## config.mk

```make
export PLATFORM = sky130hd
export DESIGN_NAME = plc_codec
export DESIGN_NICKNAME = d
export VERILOG_FILES = /design/src/plc_pkg.sv /design/src/plc_buf2.sv /design/src/plc_codec.sv
export SDC_FILE = /design/constraint.sdc
export NUM_CORES = 1
export LEC_CHECK = 0
export BUFFER_PORTS_ARGS = -buffer_cell sky130_fd_sc_hd__buf_2
export CELL_PAD_IN_SITES_DETAIL_PLACEMENT = 2
export CELL_PAD_IN_SITES_GLOBAL_PLACEMENT = 2
export CORE_UTILIZATION = 38
export CTS_CLUSTER_DIAMETER = 60
export DETAILED_ROUTE_END_ITERATION = 10
export GPL_TIMING_DRIVEN = 0
export HOLD_SLACK_MARGIN = 0.03
export PLACE_DENSITY_LB_ADDON = 0.1
export SLEW_MARGIN = 20
export SYNTH_ARGS = -nofsm -noshare
export SYNTH_HDL_FRONTEND = slang
export SYNTH_HIERARCHICAL = 1
export SYNTH_SLANG_ARGS = --single-unit
```

## constraint.sdc

```tcl
create_clock -name i_mclk -period 5.2 [get_ports i_mclk]
set_input_delay 0.78 -clock i_mclk [delete_from_list [all_inputs] [get_ports i_mclk]]
set_output_delay 0.78 -clock i_mclk [all_outputs]
set_load 0.1 [all_outputs]
```

## src/plc_pkg.sv

```systemverilog
// Package: field widths, element kinds, register map and reset values
package plc_pkg;

  // Field widths in bits
  localparam int unsigned PLC_FLAG_W  = 1;
  localparam int unsigned PLC_ADDR_W  = 48;
  localparam int unsigned PLC_NUM_W   = 6;
  localparam int unsigned PLC_CNT_W   = 8;
  localparam int unsigned PLC_LOC_W   = 14;
  localparam int unsigned PLC_CC_W    = 10;
  localparam int unsigned PLC_NC_W    = 14;
  localparam int unsigned PLC_CHAR_W  = 8;
  localparam int unsigned PLC_OWNER_W = 8;

  // Value limits
  localparam logic [5:0] PLC_PCT_MAX   = 6'h32;
  localparam logic [7:0] PLC_OWNER_RSV = 8'h00;

  // Bus and buffer widths
  localparam int unsigned PLC_AW   = 4;
  localparam int unsigned PLC_DW   = 64;
  localparam int unsigned PLC_BUFW = 49;
  localparam int unsigned PLC_BITC_W = 6;

  // Register offsets
  localparam logic [3:0] PLC_OFF_ENC_DATA = 4'h0;
  localparam logic [3:0] PLC_OFF_ENC_CTRL = 4'h1;
  localparam logic [3:0] PLC_OFF_DEC_CTRL = 4'h2;
  localparam logic [3:0] PLC_OFF_DEC_DATA = 4'h3;
  localparam logic [3:0] PLC_OFF_STATUS   = 4'h4;

  // Control field positions
  localparam int unsigned PLC_CTL_KIND_LSB = 0;
  localparam int unsigned PLC_CTL_HEAD_BIT = 4;
  localparam int unsigned PLC_CTL_AIR_BIT  = 5;
  localparam int unsigned PLC_CTL_CNT_LSB  = 8;

  // Status bit positions
  localparam int unsigned PLC_ST_ENC_BUSY  = 0;
  localparam int unsigned PLC_ST_DEC_BUSY  = 1;
  localparam int unsigned PLC_ST_DEC_VALID = 2;
  localparam int unsigned PLC_ST_ERR_LSB   = 4;
  localparam int unsigned PLC_ERR_N        = 5;
  localparam int unsigned PLC_E_PCT_RX     = 0;
  localparam int unsigned PLC_E_OWNER_RX   = 1;
  localparam int unsigned PLC_E_RESERVED   = 2;
  localparam int unsigned PLC_E_AIR        = 3;
  localparam int unsigned PLC_E_BUSY       = 4;

  // Reset values
  localparam logic [47:0] PLC_RST_DATA = 48'h0000_0000_0000;
  localparam logic [4:0]  PLC_RST_ERR  = 5'h00;

  typedef enum logic [3:0] {
    PLC_K_POLL_REQ = 4'h0,
    PLC_K_POLL_RSP = 4'h1,
    PLC_K_ADDR     = 4'h2,
    PLC_K_NUM      = 4'h3,
    PLC_K_PCT      = 4'h4,
    PLC_K_LOC      = 4'h5,
    PLC_K_CC       = 4'h6,
    PLC_K_NC       = 4'h7,
    PLC_K_SERIAL   = 4'h8,
    PLC_K_PROP     = 4'h9
  } plc_kind_t;

  // Width of one item of an element kind
  function automatic logic [5:0] plc_item_w(input logic [3:0] k);
    case (k)
      PLC_K_ADDR:   plc_item_w = 6'(PLC_ADDR_W);
      PLC_K_NUM,
      PLC_K_PCT:    plc_item_w = 6'(PLC_NUM_W);
      PLC_K_LOC:    plc_item_w = 6'(PLC_LOC_W);
      PLC_K_CC:     plc_item_w = 6'(PLC_CC_W);
      PLC_K_NC:     plc_item_w = 6'(PLC_NC_W);
      PLC_K_SERIAL,
      PLC_K_PROP:   plc_item_w = 6'(PLC_CHAR_W);
      default:      plc_item_w = 6'(PLC_FLAG_W);
    endcase
  endfunction

  // Element kinds whose item count arrives in an 8-bit head
  function automatic logic plc_is_list(input logic [3:0] k);
    plc_is_list = (k == PLC_K_LOC) || (k == PLC_K_CC) || (k == PLC_K_NC);
  endfunction

endpackage

```

## src/plc_buf2.sv

```systemverilog
// Two-entry buffer with valid and ready on both sides
`timescale 1ns/1ps
module plc_buf2 #(
  parameter int unsigned W = 8
) (
  // Clock and reset
  input  wire logic         i_mclk,
  input  wire logic         i_srst,
  // Fill side
  input  wire logic         i_in_valid,
  input  wire logic [W-1:0] i_in_data,
  output logic              o_in_ready,
  // Drain side
  output logic              o_out_valid,
  output logic [W-1:0]      o_out_data,
  input  wire logic         i_out_ready
);
  logic [W-1:0] mem_r [2];
  logic         wp_r;
  logic         rp_r;
  logic [1:0]   cnt_r;
  logic         push;
  logic         pop;

  assign push        = i_in_valid && (cnt_r != 2'h2);
  assign pop         = i_out_ready && (cnt_r != 2'h0);
  assign o_in_ready  = (cnt_r != 2'h2);
  assign o_out_valid = (cnt_r != 2'h0);
  assign o_out_data  = mem_r[rp_r];

  always_ff @(posedge i_mclk) begin
    if (push) begin
      mem_r[wp_r] <= i_in_data;
    end
  end

  always_ff @(posedge i_mclk) begin
    if (i_srst) begin
      wp_r  <= 1'b0;
      rp_r  <= 1'b0;
      cnt_r <= 2'h0;
    end else begin
      if (push) begin
        wp_r <= ~wp_r;
      end
      if (pop) begin
        rp_r <= ~rp_r;
      end
      cnt_r <= cnt_r + {1'b0, push} - {1'b0, pop};
    end
  end
endmodule

```

## src/plc_codec.sv

```systemverilog
// Poll, list, serial and owner field encoder and decoder
//
// Notes on behaviour
// RULE1: Poll request is one bit; 1 asks the station for a poll answer.
// RULE2: Poll response is one bit; 1 means the station responds.
// RULE3: Poll response addresses are a run of 48-bit subscriber identities.
// RULE4: Responding member count is a 6-bit unsigned value, 0 to 63.
// RULE5: Percentage is 6 bits in 2 % steps; 51 to 63 never generated.
// RULE6: Location-area list: 8-bit count, then that many 14-bit entries.
// RULE7: Country-code list: 8-bit count, then that many 10-bit entries.
// RULE8: Network-code list: 8-bit count, then that many 14-bit entries.
// RULE9: Serial number is a string of 8-bit characters.
// RULE10: Proprietary element is optional; streams without it are accepted.
// RULE11: Proprietary element starts with an 8-bit owner code.
// RULE12: Content after the owner is passed through unmodified.
// RULE13: Owner code 0 is reserved and never sent; 1 to 255 are owners.
// RULE14: Proprietary content is never sent towards the air interface.
// RULE15: Fields go most significant bit first; reserved values flag errors.
`timescale 1ns/1ps
module plc_codec
  import plc_pkg::*;
(
  // Clock and reset
  input  wire logic              i_mclk,
  input  wire logic              i_srst,
  // Register port
  input  wire logic [PLC_AW-1:0] i_addr,
  input  wire logic [PLC_DW-1:0] i_wdata,
  input  wire logic              i_wr,
  input  wire logic              i_rd,
  output logic [PLC_DW-1:0]      o_rdata,
  // Transmit bit stream
  output logic                   o_tx_bit,
  output logic                   o_tx_valid,
  output logic                   o_tx_air,
  input  wire logic              i_tx_ready,
  // Receive bit stream
  input  wire logic              i_rx_bit,
  input  wire logic              i_rx_valid,
  output logic                   o_rx_ready
);

  //////////////////////////////////////////////////////////////////////////
  // Register decode

  logic wr_enc_data;
  logic wr_enc_ctrl;
  logic wr_dec_ctrl;
  logic wr_status;
  logic rd_dec_data;

  assign wr_enc_data = i_wr && (i_addr == PLC_OFF_ENC_DATA);
  assign wr_enc_ctrl = i_wr && (i_addr == PLC_OFF_ENC_CTRL);
  assign wr_dec_ctrl = i_wr && (i_addr == PLC_OFF_DEC_CTRL);
  assign wr_status   = i_wr && (i_addr == PLC_OFF_STATUS);
  assign rd_dec_data = i_rd && (i_addr == PLC_OFF_DEC_DATA);

  //////////////////////////////////////////////////////////////////////////
  // Encoder

  typedef enum logic [1:0] {
    PLC_E_IDLE = 2'b00,
    PLC_E_SEND = 2'b01
  } plc_enc_st_t;

  plc_enc_st_t enc_st_r;
  logic [47:0] enc_data_r;
  logic [47:0] enc_sh_r;
  logic [5:0]  enc_left_r;
  logic        tx_valid_r;
  logic        tx_bit_r;
  logic        tx_air_r;

  logic [3:0]  ec_kind;
  logic        ec_head;
  logic        ec_air;
  logic [5:0]  ec_w;
  logic        ec_bad_rsv;
  logic        ec_bad_air;
  logic        ec_busy;
  logic        ec_go;
  logic [47:0] ec_aligned;
  logic        tx_step;

  assign ec_kind = i_wdata[PLC_CTL_KIND_LSB +: 4];
  assign ec_head = i_wdata[PLC_CTL_HEAD_BIT];
  assign ec_air  = i_wdata[PLC_CTL_AIR_BIT];
  assign ec_w    = ec_head ? 6'(PLC_CNT_W) : plc_item_w(ec_kind);

  // Reserved percentages and owner 0 are refused, not sent
  assign ec_bad_rsv =
    (!ec_head && (ec_kind == PLC_K_PCT) &&
     (enc_data_r[5:0] > PLC_PCT_MAX)) ||                // RULE5
    (ec_head && (ec_kind == PLC_K_PROP) &&
     (enc_data_r[7:0] == PLC_OWNER_RSV));               // RULE13
  assign ec_bad_air = ec_air && (ec_kind == PLC_K_PROP); // RULE14
  assign ec_busy    = (enc_st_r != PLC_E_IDLE);
  assign ec_go      = wr_enc_ctrl && !ec_busy && !ec_bad_rsv && !ec_bad_air;

  // Left-align so the top bit leaves first
  assign ec_aligned = enc_data_r << (7'd48 - {1'b0, ec_w}); // RULE15
  assign tx_step    = tx_valid_r && i_tx_ready;

  always_ff @(posedge i_mclk) begin
    if (i_srst) begin
      enc_data_r <= PLC_RST_DATA;
    end else if (wr_enc_data) begin
      enc_data_r <= i_wdata[47:0];
    end
  end

  always_ff @(posedge i_mclk) begin
    if (i_srst) begin
      enc_st_r   <= PLC_E_IDLE;
      enc_sh_r   <= PLC_RST_DATA;
      enc_left_r <= 6'h00;
      tx_valid_r <= 1'b0;
      tx_bit_r   <= 1'b0;
      tx_air_r   <= 1'b0;
    end else begin
      case (enc_st_r)
        PLC_E_IDLE: begin
          if (ec_go) begin
            // Single flags, counts, entries, characters, owner
            enc_st_r   <= PLC_E_SEND;  // RULE1 RULE2 RULE3 RULE4
            enc_sh_r   <= ec_aligned << 1;      // RULE6 RULE7 RULE8
            enc_left_r <= ec_w;                 // RULE9 RULE11
            tx_bit_r   <= ec_aligned[47];
            tx_valid_r <= 1'b1;
            tx_air_r   <= ec_air;
          end
        end
        PLC_E_SEND: begin
          if (tx_step) begin
            if (enc_left_r == 6'h01) begin
              enc_st_r   <= PLC_E_IDLE;
              tx_valid_r <= 1'b0;
            end else begin
              tx_bit_r <= enc_sh_r[47];
              enc_sh_r <= enc_sh_r << 1;
            end
            enc_left_r <= enc_left_r - 6'h01;
          end
        end
        default: begin
          enc_st_r   <= PLC_E_IDLE;
          tx_valid_r <= 1'b0;
        end
      endcase
    end
  end

  //////////////////////////////////////////////////////////////////////////
  // Decoder

  typedef enum logic [1:0] {
    PLC_D_IDLE = 2'b00,
    PLC_D_HEAD = 2'b01,
    PLC_D_BODY = 2'b11,
    PLC_D_PUSH = 2'b10
  } plc_dec_st_t;

  plc_dec_st_t dec_st_r;
  plc_dec_st_t dec_st_nxt;
  logic [3:0]  dec_kind_r;
  logic [7:0]  dec_sw_cnt_r;
  logic [7:0]  dec_left_r;
  logic [47:0] dec_sh_r;
  logic [5:0]  dec_bits_r;
  logic        dec_is_head_r;
  logic        rx_ready_r;

  logic [3:0]  dc_kind;
  logic [7:0]  dc_cnt;
  logic        dc_has_head;
  logic        rx_take;
  logic        buf_in_ready;
  logic        buf_out_valid;
  logic [PLC_BUFW-1:0] buf_out_data;
  logic        push_ok;
  logic [7:0]  head_items;
  logic        bad_pct;
  logic        bad_owner;

  assign dc_kind = i_wdata[PLC_CTL_KIND_LSB +: 4];
  assign dc_cnt  = i_wdata[PLC_CTL_CNT_LSB +: 8];
  // Lists carry their own count; proprietary carries the owner first
  assign dc_has_head = plc_is_list(dc_kind) ||
                       (dc_kind == PLC_K_PROP);         // RULE11
  assign rx_take = rx_ready_r && i_rx_valid;
  assign push_ok = (dec_st_r == PLC_D_PUSH) && buf_in_ready;

  // Item count after the head: from the stream for lists, else software
  assign head_items = plc_is_list(dec_kind_r) ?
                      dec_sh_r[7:0] :                   // RULE6 RULE7 RULE8
                      dec_sw_cnt_r;                     // RULE12

  assign bad_pct   = push_ok && !dec_is_head_r &&
                     (dec_kind_r == PLC_K_PCT) &&
                     (dec_sh_r[5:0] > PLC_PCT_MAX);     // RULE5 RULE15
  assign bad_owner = push_ok && dec_is_head_r &&
                     (dec_kind_r == PLC_K_PROP) &&
                     (dec_sh_r[7:0] == PLC_OWNER_RSV);  // RULE13 RULE15

  always_comb begin
    dec_st_nxt = dec_st_r;
    case (dec_st_r)
      PLC_D_IDLE: begin
        if (wr_dec_ctrl) begin
          dec_st_nxt = dc_has_head ? PLC_D_HEAD : PLC_D_BODY;
        end
      end
      PLC_D_HEAD,
      PLC_D_BODY: begin
        if (rx_take && (dec_bits_r == 6'h01)) begin
          dec_st_nxt = PLC_D_PUSH;
        end
      end
      PLC_D_PUSH: begin
        if (buf_in_ready) begin
          if (dec_is_head_r) begin
            // An empty list or bare owner ends the element
            dec_st_nxt = (head_items == 8'h00) ?
                         PLC_D_IDLE : PLC_D_BODY;       // RULE10
          end else begin
            dec_st_nxt = (dec_left_r == 8'h01) ?
                         PLC_D_IDLE : PLC_D_BODY;
          end
        end
      end
      default: dec_st_nxt = PLC_D_IDLE;
    endcase
  end

  always_ff @(posedge i_mclk) begin
    if (i_srst) begin
      dec_st_r <= PLC_D_IDLE;
    end else begin
      dec_st_r <= dec_st_nxt;
    end
  end

  // Ready registered so the receiver sees a flop; drops while pushing
  always_ff @(posedge i_mclk) begin
    if (i_srst) begin
      rx_ready_r <= 1'b0;
    end else begin
      rx_ready_r <= (dec_st_nxt == PLC_D_HEAD) ||
                    (dec_st_nxt == PLC_D_BODY);
    end
  end

  always_ff @(posedge i_mclk) begin
    if (i_srst) begin
      dec_kind_r    <= 4'h0;
      dec_sw_cnt_r  <= 8'h00;
      dec_left_r    <= 8'h00;
      dec_sh_r      <= PLC_RST_DATA;
      dec_bits_r    <= 6'h00;
      dec_is_head_r <= 1'b0;
    end else begin
      case (dec_st_r)
        PLC_D_IDLE: begin
          if (wr_dec_ctrl) begin
            dec_kind_r    <= dc_kind;
            dec_sw_cnt_r  <= dc_cnt;
            // Single-value kinds always decode one item
            dec_left_r    <= (plc_item_w(dc_kind) <= 6'(PLC_NUM_W)) ?
                             8'h01 : dc_cnt;
            dec_sh_r      <= PLC_RST_DATA;
            dec_is_head_r <= dc_has_head;
            dec_bits_r    <= dc_has_head ? 6'(PLC_CNT_W) :
                             plc_item_w(dc_kind);
          end
        end
        PLC_D_HEAD,
        PLC_D_BODY: begin
          if (rx_take) begin
            dec_sh_r   <= {dec_sh_r[46:0], i_rx_bit};    // RULE15
            dec_bits_r <= dec_bits_r - 6'h01;
          end
        end
        PLC_D_PUSH: begin
          if (buf_in_ready) begin
            dec_sh_r      <= PLC_RST_DATA;
            dec_is_head_r <= 1'b0;
            dec_bits_r    <= plc_item_w(dec_kind_r);
            if (dec_is_head_r) begin
              dec_left_r <= head_items;
            end else begin
              dec_left_r <= dec_left_r - 8'h01;
            end
          end
        end
        default: begin
          dec_is_head_r <= 1'b0;
        end
      endcase
    end
  end

  // Decoded words wait here until software reads them
  plc_buf2 #(
    .W (PLC_BUFW)
  ) u_buf (
    .i_mclk      (i_mclk),
    .i_srst      (i_srst),
    .i_in_valid  (dec_st_r == PLC_D_PUSH),
    .i_in_data   ({dec_is_head_r, dec_sh_r}),
    .o_in_ready  (buf_in_ready),
    .o_out_valid (buf_out_valid),
    .o_out_data  (buf_out_data),
    .i_out_ready (rd_dec_data)
  );

  //////////////////////////////////////////////////////////////////////////
  // Sticky error flags, write one to clear; a new event beats the clear

  logic [PLC_ERR_N-1:0] err_r;
  logic [PLC_ERR_N-1:0] err_set;
  logic [PLC_ERR_N-1:0] err_clr;

  always_comb begin
    err_set                 = '0;
    err_set[PLC_E_PCT_RX]   = bad_pct;
    err_set[PLC_E_OWNER_RX] = bad_owner;
    err_set[PLC_E_RESERVED] = wr_enc_ctrl && !ec_busy && ec_bad_rsv;
    err_set[PLC_E_AIR]      = wr_enc_ctrl && !ec_busy && ec_bad_air;
    err_set[PLC_E_BUSY]     = wr_enc_ctrl && ec_busy;
  end

  assign err_clr = wr_status ?
                   i_wdata[PLC_ST_ERR_LSB +: PLC_ERR_N] : '0;

  always_ff @(posedge i_mclk) begin
    if (i_srst) begin
      err_r <= PLC_RST_ERR;
    end else begin
      err_r <= (err_r & ~err_clr) | err_set;
    end
  end

  //////////////////////////////////////////////////////////////////////////
  // Read data, valid only in the cycle after the strobe

  logic [PLC_DW-1:0] rdata_r;
  logic [PLC_DW-1:0] rd_mux;

  always_comb begin
    rd_mux = '0;
    case (i_addr)
      PLC_OFF_ENC_DATA: rd_mux[47:0] = enc_data_r;
      PLC_OFF_DEC_DATA: begin
        if (buf_out_valid) begin
          // Bit 48 marks a head word: count or owner
          rd_mux[PLC_BUFW-1:0] = buf_out_data;
        end
      end
      PLC_OFF_DEC_CTRL: begin
        rd_mux[PLC_CTL_KIND_LSB +: 4] = dec_kind_r;
        rd_mux[PLC_CTL_CNT_LSB +: 8]  = dec_sw_cnt_r;
      end
      PLC_OFF_STATUS: begin
        rd_mux[PLC_ST_ENC_BUSY]  = ec_busy;
        rd_mux[PLC_ST_DEC_BUSY]  = (dec_st_r != PLC_D_IDLE);
        rd_mux[PLC_ST_DEC_VALID] = buf_out_valid;
        rd_mux[PLC_ST_ERR_LSB +: PLC_ERR_N] = err_r;
      end
      default: rd_mux = '0;
    endcase
  end

  always_ff @(posedge i_mclk) begin
    if (i_srst) begin
      rdata_r <= '0;
    end else if (i_rd) begin
      rdata_r <= rd_mux;
    end else begin
      rdata_r <= '0;
    end
  end

  assign o_rdata    = rdata_r;
  assign o_tx_bit   = tx_bit_r;
  assign o_tx_valid = tx_valid_r;
  assign o_tx_air   = tx_air_r;
  assign o_rx_ready = rx_ready_r;

endmodule

```

==> Word level (Yosys, flattened, before mapping) <==
Memories as Yosys holds them, arrays and structs flattened. A register that Yosys moved wholly into a read port is not among the register bits.
Index checks and enable logic that the tools add are counted.
{ "totals": {"inputBits": 75, "word_cells": 199, "mem_count": 5, "mem_bits_ro": 384, "ff_bits": 258, "mem_bits_rw": 98, "output_inout_bits": 68} }
{ "classes": {"n_reduce_logical": 60, "n_lt_le_gt_ge": 3, "n_addsub": 6, "muxes": 63, "shifts": 1, "eq_ne": 31, "bitwise_logic": 8} }
{ "memory_table": {"columns": ["memory", "depth", "width", "read_ports", "rd_ports_with_merged_regs", "write_ports", "line", "rtl"], "rows": [
  ["u_buf.mem_r", 2, 49, 1, 1, 1, "plc_buf2.sv:18", "logic [W-1:0] mem_r [2];"],
  ["(name not given)", 16, 6, 1, 0, 0, "plc_pkg.sv:69", "case (k)"],
  ["(name not given)", 16, 6, 1, 0, 0, "plc_pkg.sv:69", null],
  ["(name not given)", 16, 6, 1, 1, 0, "plc_pkg.sv:69", null],
  ["(name not given)", 16, 6, 1, 0, 0, "plc_pkg.sv:69", null]
]} }
{ "op_table": {"columns": ["op", "n"], "rows": [
  ["2-to-1 mux 48 bit", 7],
  ["case mux 48 bit (3 select lines)", 1],
  ["case mux 48 bit (2 select lines)", 1],
  ["case mux 32 bit (2 select lines)", 1],
  ["2-to-1 mux 6 bit", 10],
  ["<< shifter 48 x 7 -> 48 bit", 1],
  ["2-to-1 mux 8 bit", 5],
  ["== test 4 x 3 -> 1 bit (second input constant)", 9],
  ["logical AND 1 bit", 27],
  ["zero test 8 bit", 3],
  ["case mux 7 bit (3 select lines)", 1],
  ["2-to-1 mux 2 bit", 10],
  ["case mux 6 bit (3 select lines)", 1],
  ["inequality test 2 bit (second input constant)", 8],
  ["case mux 8 bit (2 select lines)", 1],
  ["== test 6 x 1 -> 1 bit (second input constant)", 2],
  ["> comparator 6 bit (second input constant)", 2],
  ["2-to-1 mux 1 bit", 12],
  ["case mux 3 bit (4 select lines)", 1],
  ["case mux 4 bit (3 select lines)", 1],
  ["case mux 6 bit (2 select lines)", 1],
  ["AND reduction 3 bit", 4],
  ["subtractor 6 x 1 -> 6 bit (second input constant)", 2],
  ["nonzero test 2 bit", 5],
  ["30 further kinds", 56]
]} }

==> Longest topological paths before layout <==
{ "depth": {"ltp_word": 11, "ltp_mapped": 20, "ltp_nobuf": 11} }

==> Hierarchy <==
The synthesis kept the hierarchy.
{ "by_module_without_submodules": {"columns": ["module", "instances", "area_each_um2", "cells_per_inst", "seq_area_each_um2"], "rows": [
  ["plc_codec", 1, 13470.4, 1741, 4824.6],
  ["plc_buf2", 1, 3811.2, 176, 3042.9]
]} }

==> Worst setup path before layout <==
OpenSTA, ideal clock, no wires.
{ "synth_timing": {"path_type": "input to register", "startpoint": "input i_wdata[3]", "endpoint": "register enc_sh_r[47]", "path_slack_ns": 0.658, "arrival_time_ns": 4.483, "cell_stages": 20, "setup_ns": 0.059, "path_buffers": 9, "required_time_ns": 5.141, "path_cell_list": "buf_6 -> o21a_1 -> o21a_1 -> buf_2 -> inv_2 -> buf_4 -> buf_2 -> buf_2 -> buf_2 -> ha_1 -> clkbuf_1 -> clkbuf_1 -> clkbuf_1 -> and2_1 -> o22ai_1 -> nand2_1 -> nor2_1 -> a211o_1 -> a222oi_1 -> o211a_1"} }
{ "synth_between": {"elab_chain_len": 9, "word_cells_on_any_way": 20, "classes_between": "add/sub: 1; eq/ne: 3; shift: 1; mux: 3; reduce/logical: 11; memory: 1"} }
{ "synth_rtl": {"columns": ["item", "line", "rtl"], "rows": [
  ["start: declaration", "plc_codec.sv:28", "input wire logic [PLC_DW-1:0] i_wdata,"],
  ["parallel branches: the longest is 9 deep, another holds subtractor 6 x 6 -> 7 bit", null, null],
  ["end signal: assignment", "plc_codec.sv:126", "enc_sh_r <= ec_aligned << 1;"],
  ["end signal: assignment", "plc_codec.sv:140", "enc_sh_r <= enc_sh_r << 1;"],
  ["end: declaration", "plc_codec.sv:68", "logic [47:0] enc_sh_r;"]
]} }
Parallel ways; which one is timed is not known. The select of a mux whose other input is x is not followed.
A chain may end at the register's enable or synchronous reset.

==> Final worst setup path <==
{ "layout_timing": {"startpoint": "input i_wdata[1]", "endpoint": "register enc_sh_r[35]"} }
The elaborated chain is that of the path after synthesis.

==> impl_metrics.ini <==
[outcome]
status = finished clean

[placement]
gp_congestion = 0.980
portBuffers = 110
dp_hpwl_microns = 56200
place_area_sq_mm = 0.0187

[sta]
fmax_mhz = 199
holdWs_ns = 0.461
rsz0062_at_grt = true
slew_violations = 0
tightestPinTransition_ns = 1.07
relSlewSlack_pct = 28.3
fin_skew_ns = 0.0210
setup_viol = 0
hold_violations = 0
period_needed_ns = 5.03
post-route-period-util_pct = 96.7

[die]
die_width_microns = 215
io_pins = 143
num_rows = 77
dieArea_sq_mm = 0.0463
start_util_pct = 38.8
core_sq_mm = 0.0445
fp.dieH_microns = 215

[global_route]
grt_pass1_vias = 17800
antenna_found_initial = 3
grt_overflow = 0
grt_pass1_wl_microns = 115000
grt_max_degree = 48
grt_usage_pct = 32.6

[clock_network]
root_buffer = clkbuf_16
clock_path_buffers = 3
cts-hold-fix-buffers = 0
cts_buffers = 42
cts_tree = yes
clock_latency_ns = 0.58
clkSinkCount = 344
h-tree-depth = 2
path_clk_slew_ns = 0.06

[critical_path]
end_kind = register
crit_path_max_fanout = 10
crit-reg2reg-capture = enc_sh_r[18]
timing.rr.start = enc_st_r[0]
required_ns = 5.68
critical_path_class = input port to register
critPathCapture = enc_sh_r[35]
arrival_ns = 5.51
r2r_slack_ns = 1.42
crit_start = i_wdata[1]
cp-start-kind = input port
r2r_cells = 7

[drt]
drt_first_pass_iters = 5
drtAntennaViolNets = 0
via_per_inst = 6.05
top_layer = met5
drt-initial-drc-count = 1199
drt-met1-wl_microns = 33200
routed_wl_microns = 75400
vias = 16400
wl_met3_microns = 3940
route.met2.wl_microns = 35500
drcViolationCount = 0
routedWlPerCell_microns = 27.8

[power]
ir_worst_vdd_mv = 0.245
swShare_pct = 26.9
powerDensity_mw_per_mm2 = 320
power.internal_mw = 4.74
p_sw_mw = 1.75
power_frac_comb_pct = 10.8
seq_power_share_pct = 43.0
p_clk_share_pct = 46.2
power_leakage_nw = 7.12

[logic_synthesis]
synth_area_per_cell_sq_um = 9.01
synth_largest_area_cell = dfxtp_1
async_reset_ff_share_pct = 0
synth_cells = 1917
synth_edf_count = 98
synth_area_leaders = dfxtp_1, edfxtp_1, nand2_1
synthFlopType = dfxtp_1
yosys-top-cells-count = nand2_1, dfxtp_1, a21oi_1, nor2_1, clkbuf_1
synth-seq-cells = 344
yosysSeqAreaShare_pct = 45.5
ys_warn_count = 6
yosysUniqueCellTypes = 90
synth_area_sq_mm = 0.0173
post-synth-top-count-cell = nand2_1
synth_top_area_share_pct = 28.5

[final_layout]
fin_nets = 2174
syn_to_final_growth_pct = 17.2
fin_util_pct = 45.5
stdcell_area_sq_mm = 0.0203
nFillCells = 4829
diodes = 0
drive_above_1_share_pct = 16.8

[hold_path]
hold_path.class = input port to register
min_from = i_wdata[40]

[job]
cap_violations = 0
-- metrics by stage --
stage / setup TNS, ns / std cells / power (mW) / setup WS, ns
floorplan: 0 / 1931 / 3.24 / 0.658
global placement: -57.49 / 2633 / 3.49 / -1.64
detailed placement: -51.72 / 2636 / 3.51 / -1.86
CTS: 0 / 2713 / 6.50 / 0.0220
global route: -0.0520 / 2713 / 6.65 / -0.0369
finish: 0 / 2713 / 6.49 / 0.174
-- power groups by stage --
stage / Sequential, mW / Combinational, mW / Clock [mW]
6_report: 2.79 / 0.700 / 3.00
5_1_grt: 2.79 / 0.733 / 3.12
4_1_cts: 2.79 / 0.676 / 3.04
3_5_place_dp: 2.84 / 0.663 / 0
3_3_place_gp: 2.84 / 0.647 / 0
2_1_floorplan: 2.84 / 0.401 / 0
-- worst max-delay path, stage by stage --
cell and delay [ns]:
buf_2 0.14, o21a_1 0.20, o21a_1 0.20, buf_2 0.22, inv_2 0.20, buf_4 0.27
buf_4 0.28, clkbuf_4 0.28, buf_4 0.25, ha_1 0.36, clkinv_1 0.29, clkbuf_1 0.58
a21oi_1 0.09, a31oi_1 0.67, a31oi_1 0.18, o211a_1 0.24, a211oi_1 0.21
-- kinds of logic after synthesis --
group                      after synthesis  synth area share, %
xor gates and xnor gates                10                0.507
other                                    1               0.0217
and+or+nand+nor                        720                 19.2
AOI/OAI and AO/OA                      521                 20.2
adders and majority gates                9                0.652
muxes                                  118                 8.91
DFF                                    344                 45.5
buffers and inverters                  194                 5.01
-- repair_timing --
item                                    4_1_cts  5_1_grt
pin swaps                                     2        2
endpoints found under the setup margin       41       33
buffers inserted                              2        1
resized for setup                            19       30
-- area by class of cell --
| cell class | count | area, sq um | share of cell area [%] |
|---|---|---|---|
| sequential | 344 | 7870 | 38.8 |
| buffer | 171 | 810 | 4.00 |
| tap | 592 | 741 | 3.66 |
| multi-input combinational | 1393 | 8710 | 43.0 |
| inverter | 22 | 82.6 | 0.408 |
| timing repair buffer | 116 | 656 | 3.24 |
| clock inverter | 19 | 220 | 1.09 |
| clock buffer | 56 | 1170 | 5.76 |
-- sequential cells by signal, indices dropped and copies added, names as in the netlist, 2 cells and up, named ones only --
signal        count
dec_sh_r         48
u_buf/cnt_r       2
dec_left_r        8
dec_st_r          2
err_r             5
dec_kind_r        4
u_buf/mem_r      98
dec_sw_cnt_r      8
enc_sh_r         47
enc_left_r        6
o_rdata          49
dec_bits_r        6
enc_data_r       48
-- how the worst min path moves through the flow --
stage / depth (start not counted) / endpoint
after floorplan: 0 / u_buf/mem_r[0][48]
final: 3 / enc_data_r[40]
after detailed placement: 2 / enc_sh_r[1]
after global routing: 3 / enc_data_r[39]
after CTS: 3 / enc_data_r[40]
after global placement: 0 / u_buf/mem_r[0][48]
-- cells in the final DEF (no fill, tap or decap), drive strengths merged, types with 7 or more instances in the layout --
master / instances
a22o: 9
o21a: 8
nand2b: 30
nor2: 144
nand3: 87
o211ai: 27
a22oi: 55
and2: 30
and3: 13
nor2b: 31
clkbuf: 178
ha: 9
dfxtp: 246
clkinv: 7
nor4: 12
or3: 8
o22ai: 22
a21boi: 8
mux2: 57
a31oi: 21
buf: 165
o21ai: 49
a21oi: 182
conb: 15
nand4: 7
a311oi: 15
a221oi: 14
a222oi: 15
nand2: 304
inv: 25
a211oi: 30
mux2i: 41
edfxtp: 98
nor3: 27
mux4: 20
-- routing by layer --
metal  vias to the layer above  track usage (%)
li1                       7356                -
met1                      8411             42.7
met2                       472             54.4
met3                       158             4.69
met4                         4             11.8
met5                         -                0
Power figures use the tool's default switching activity.
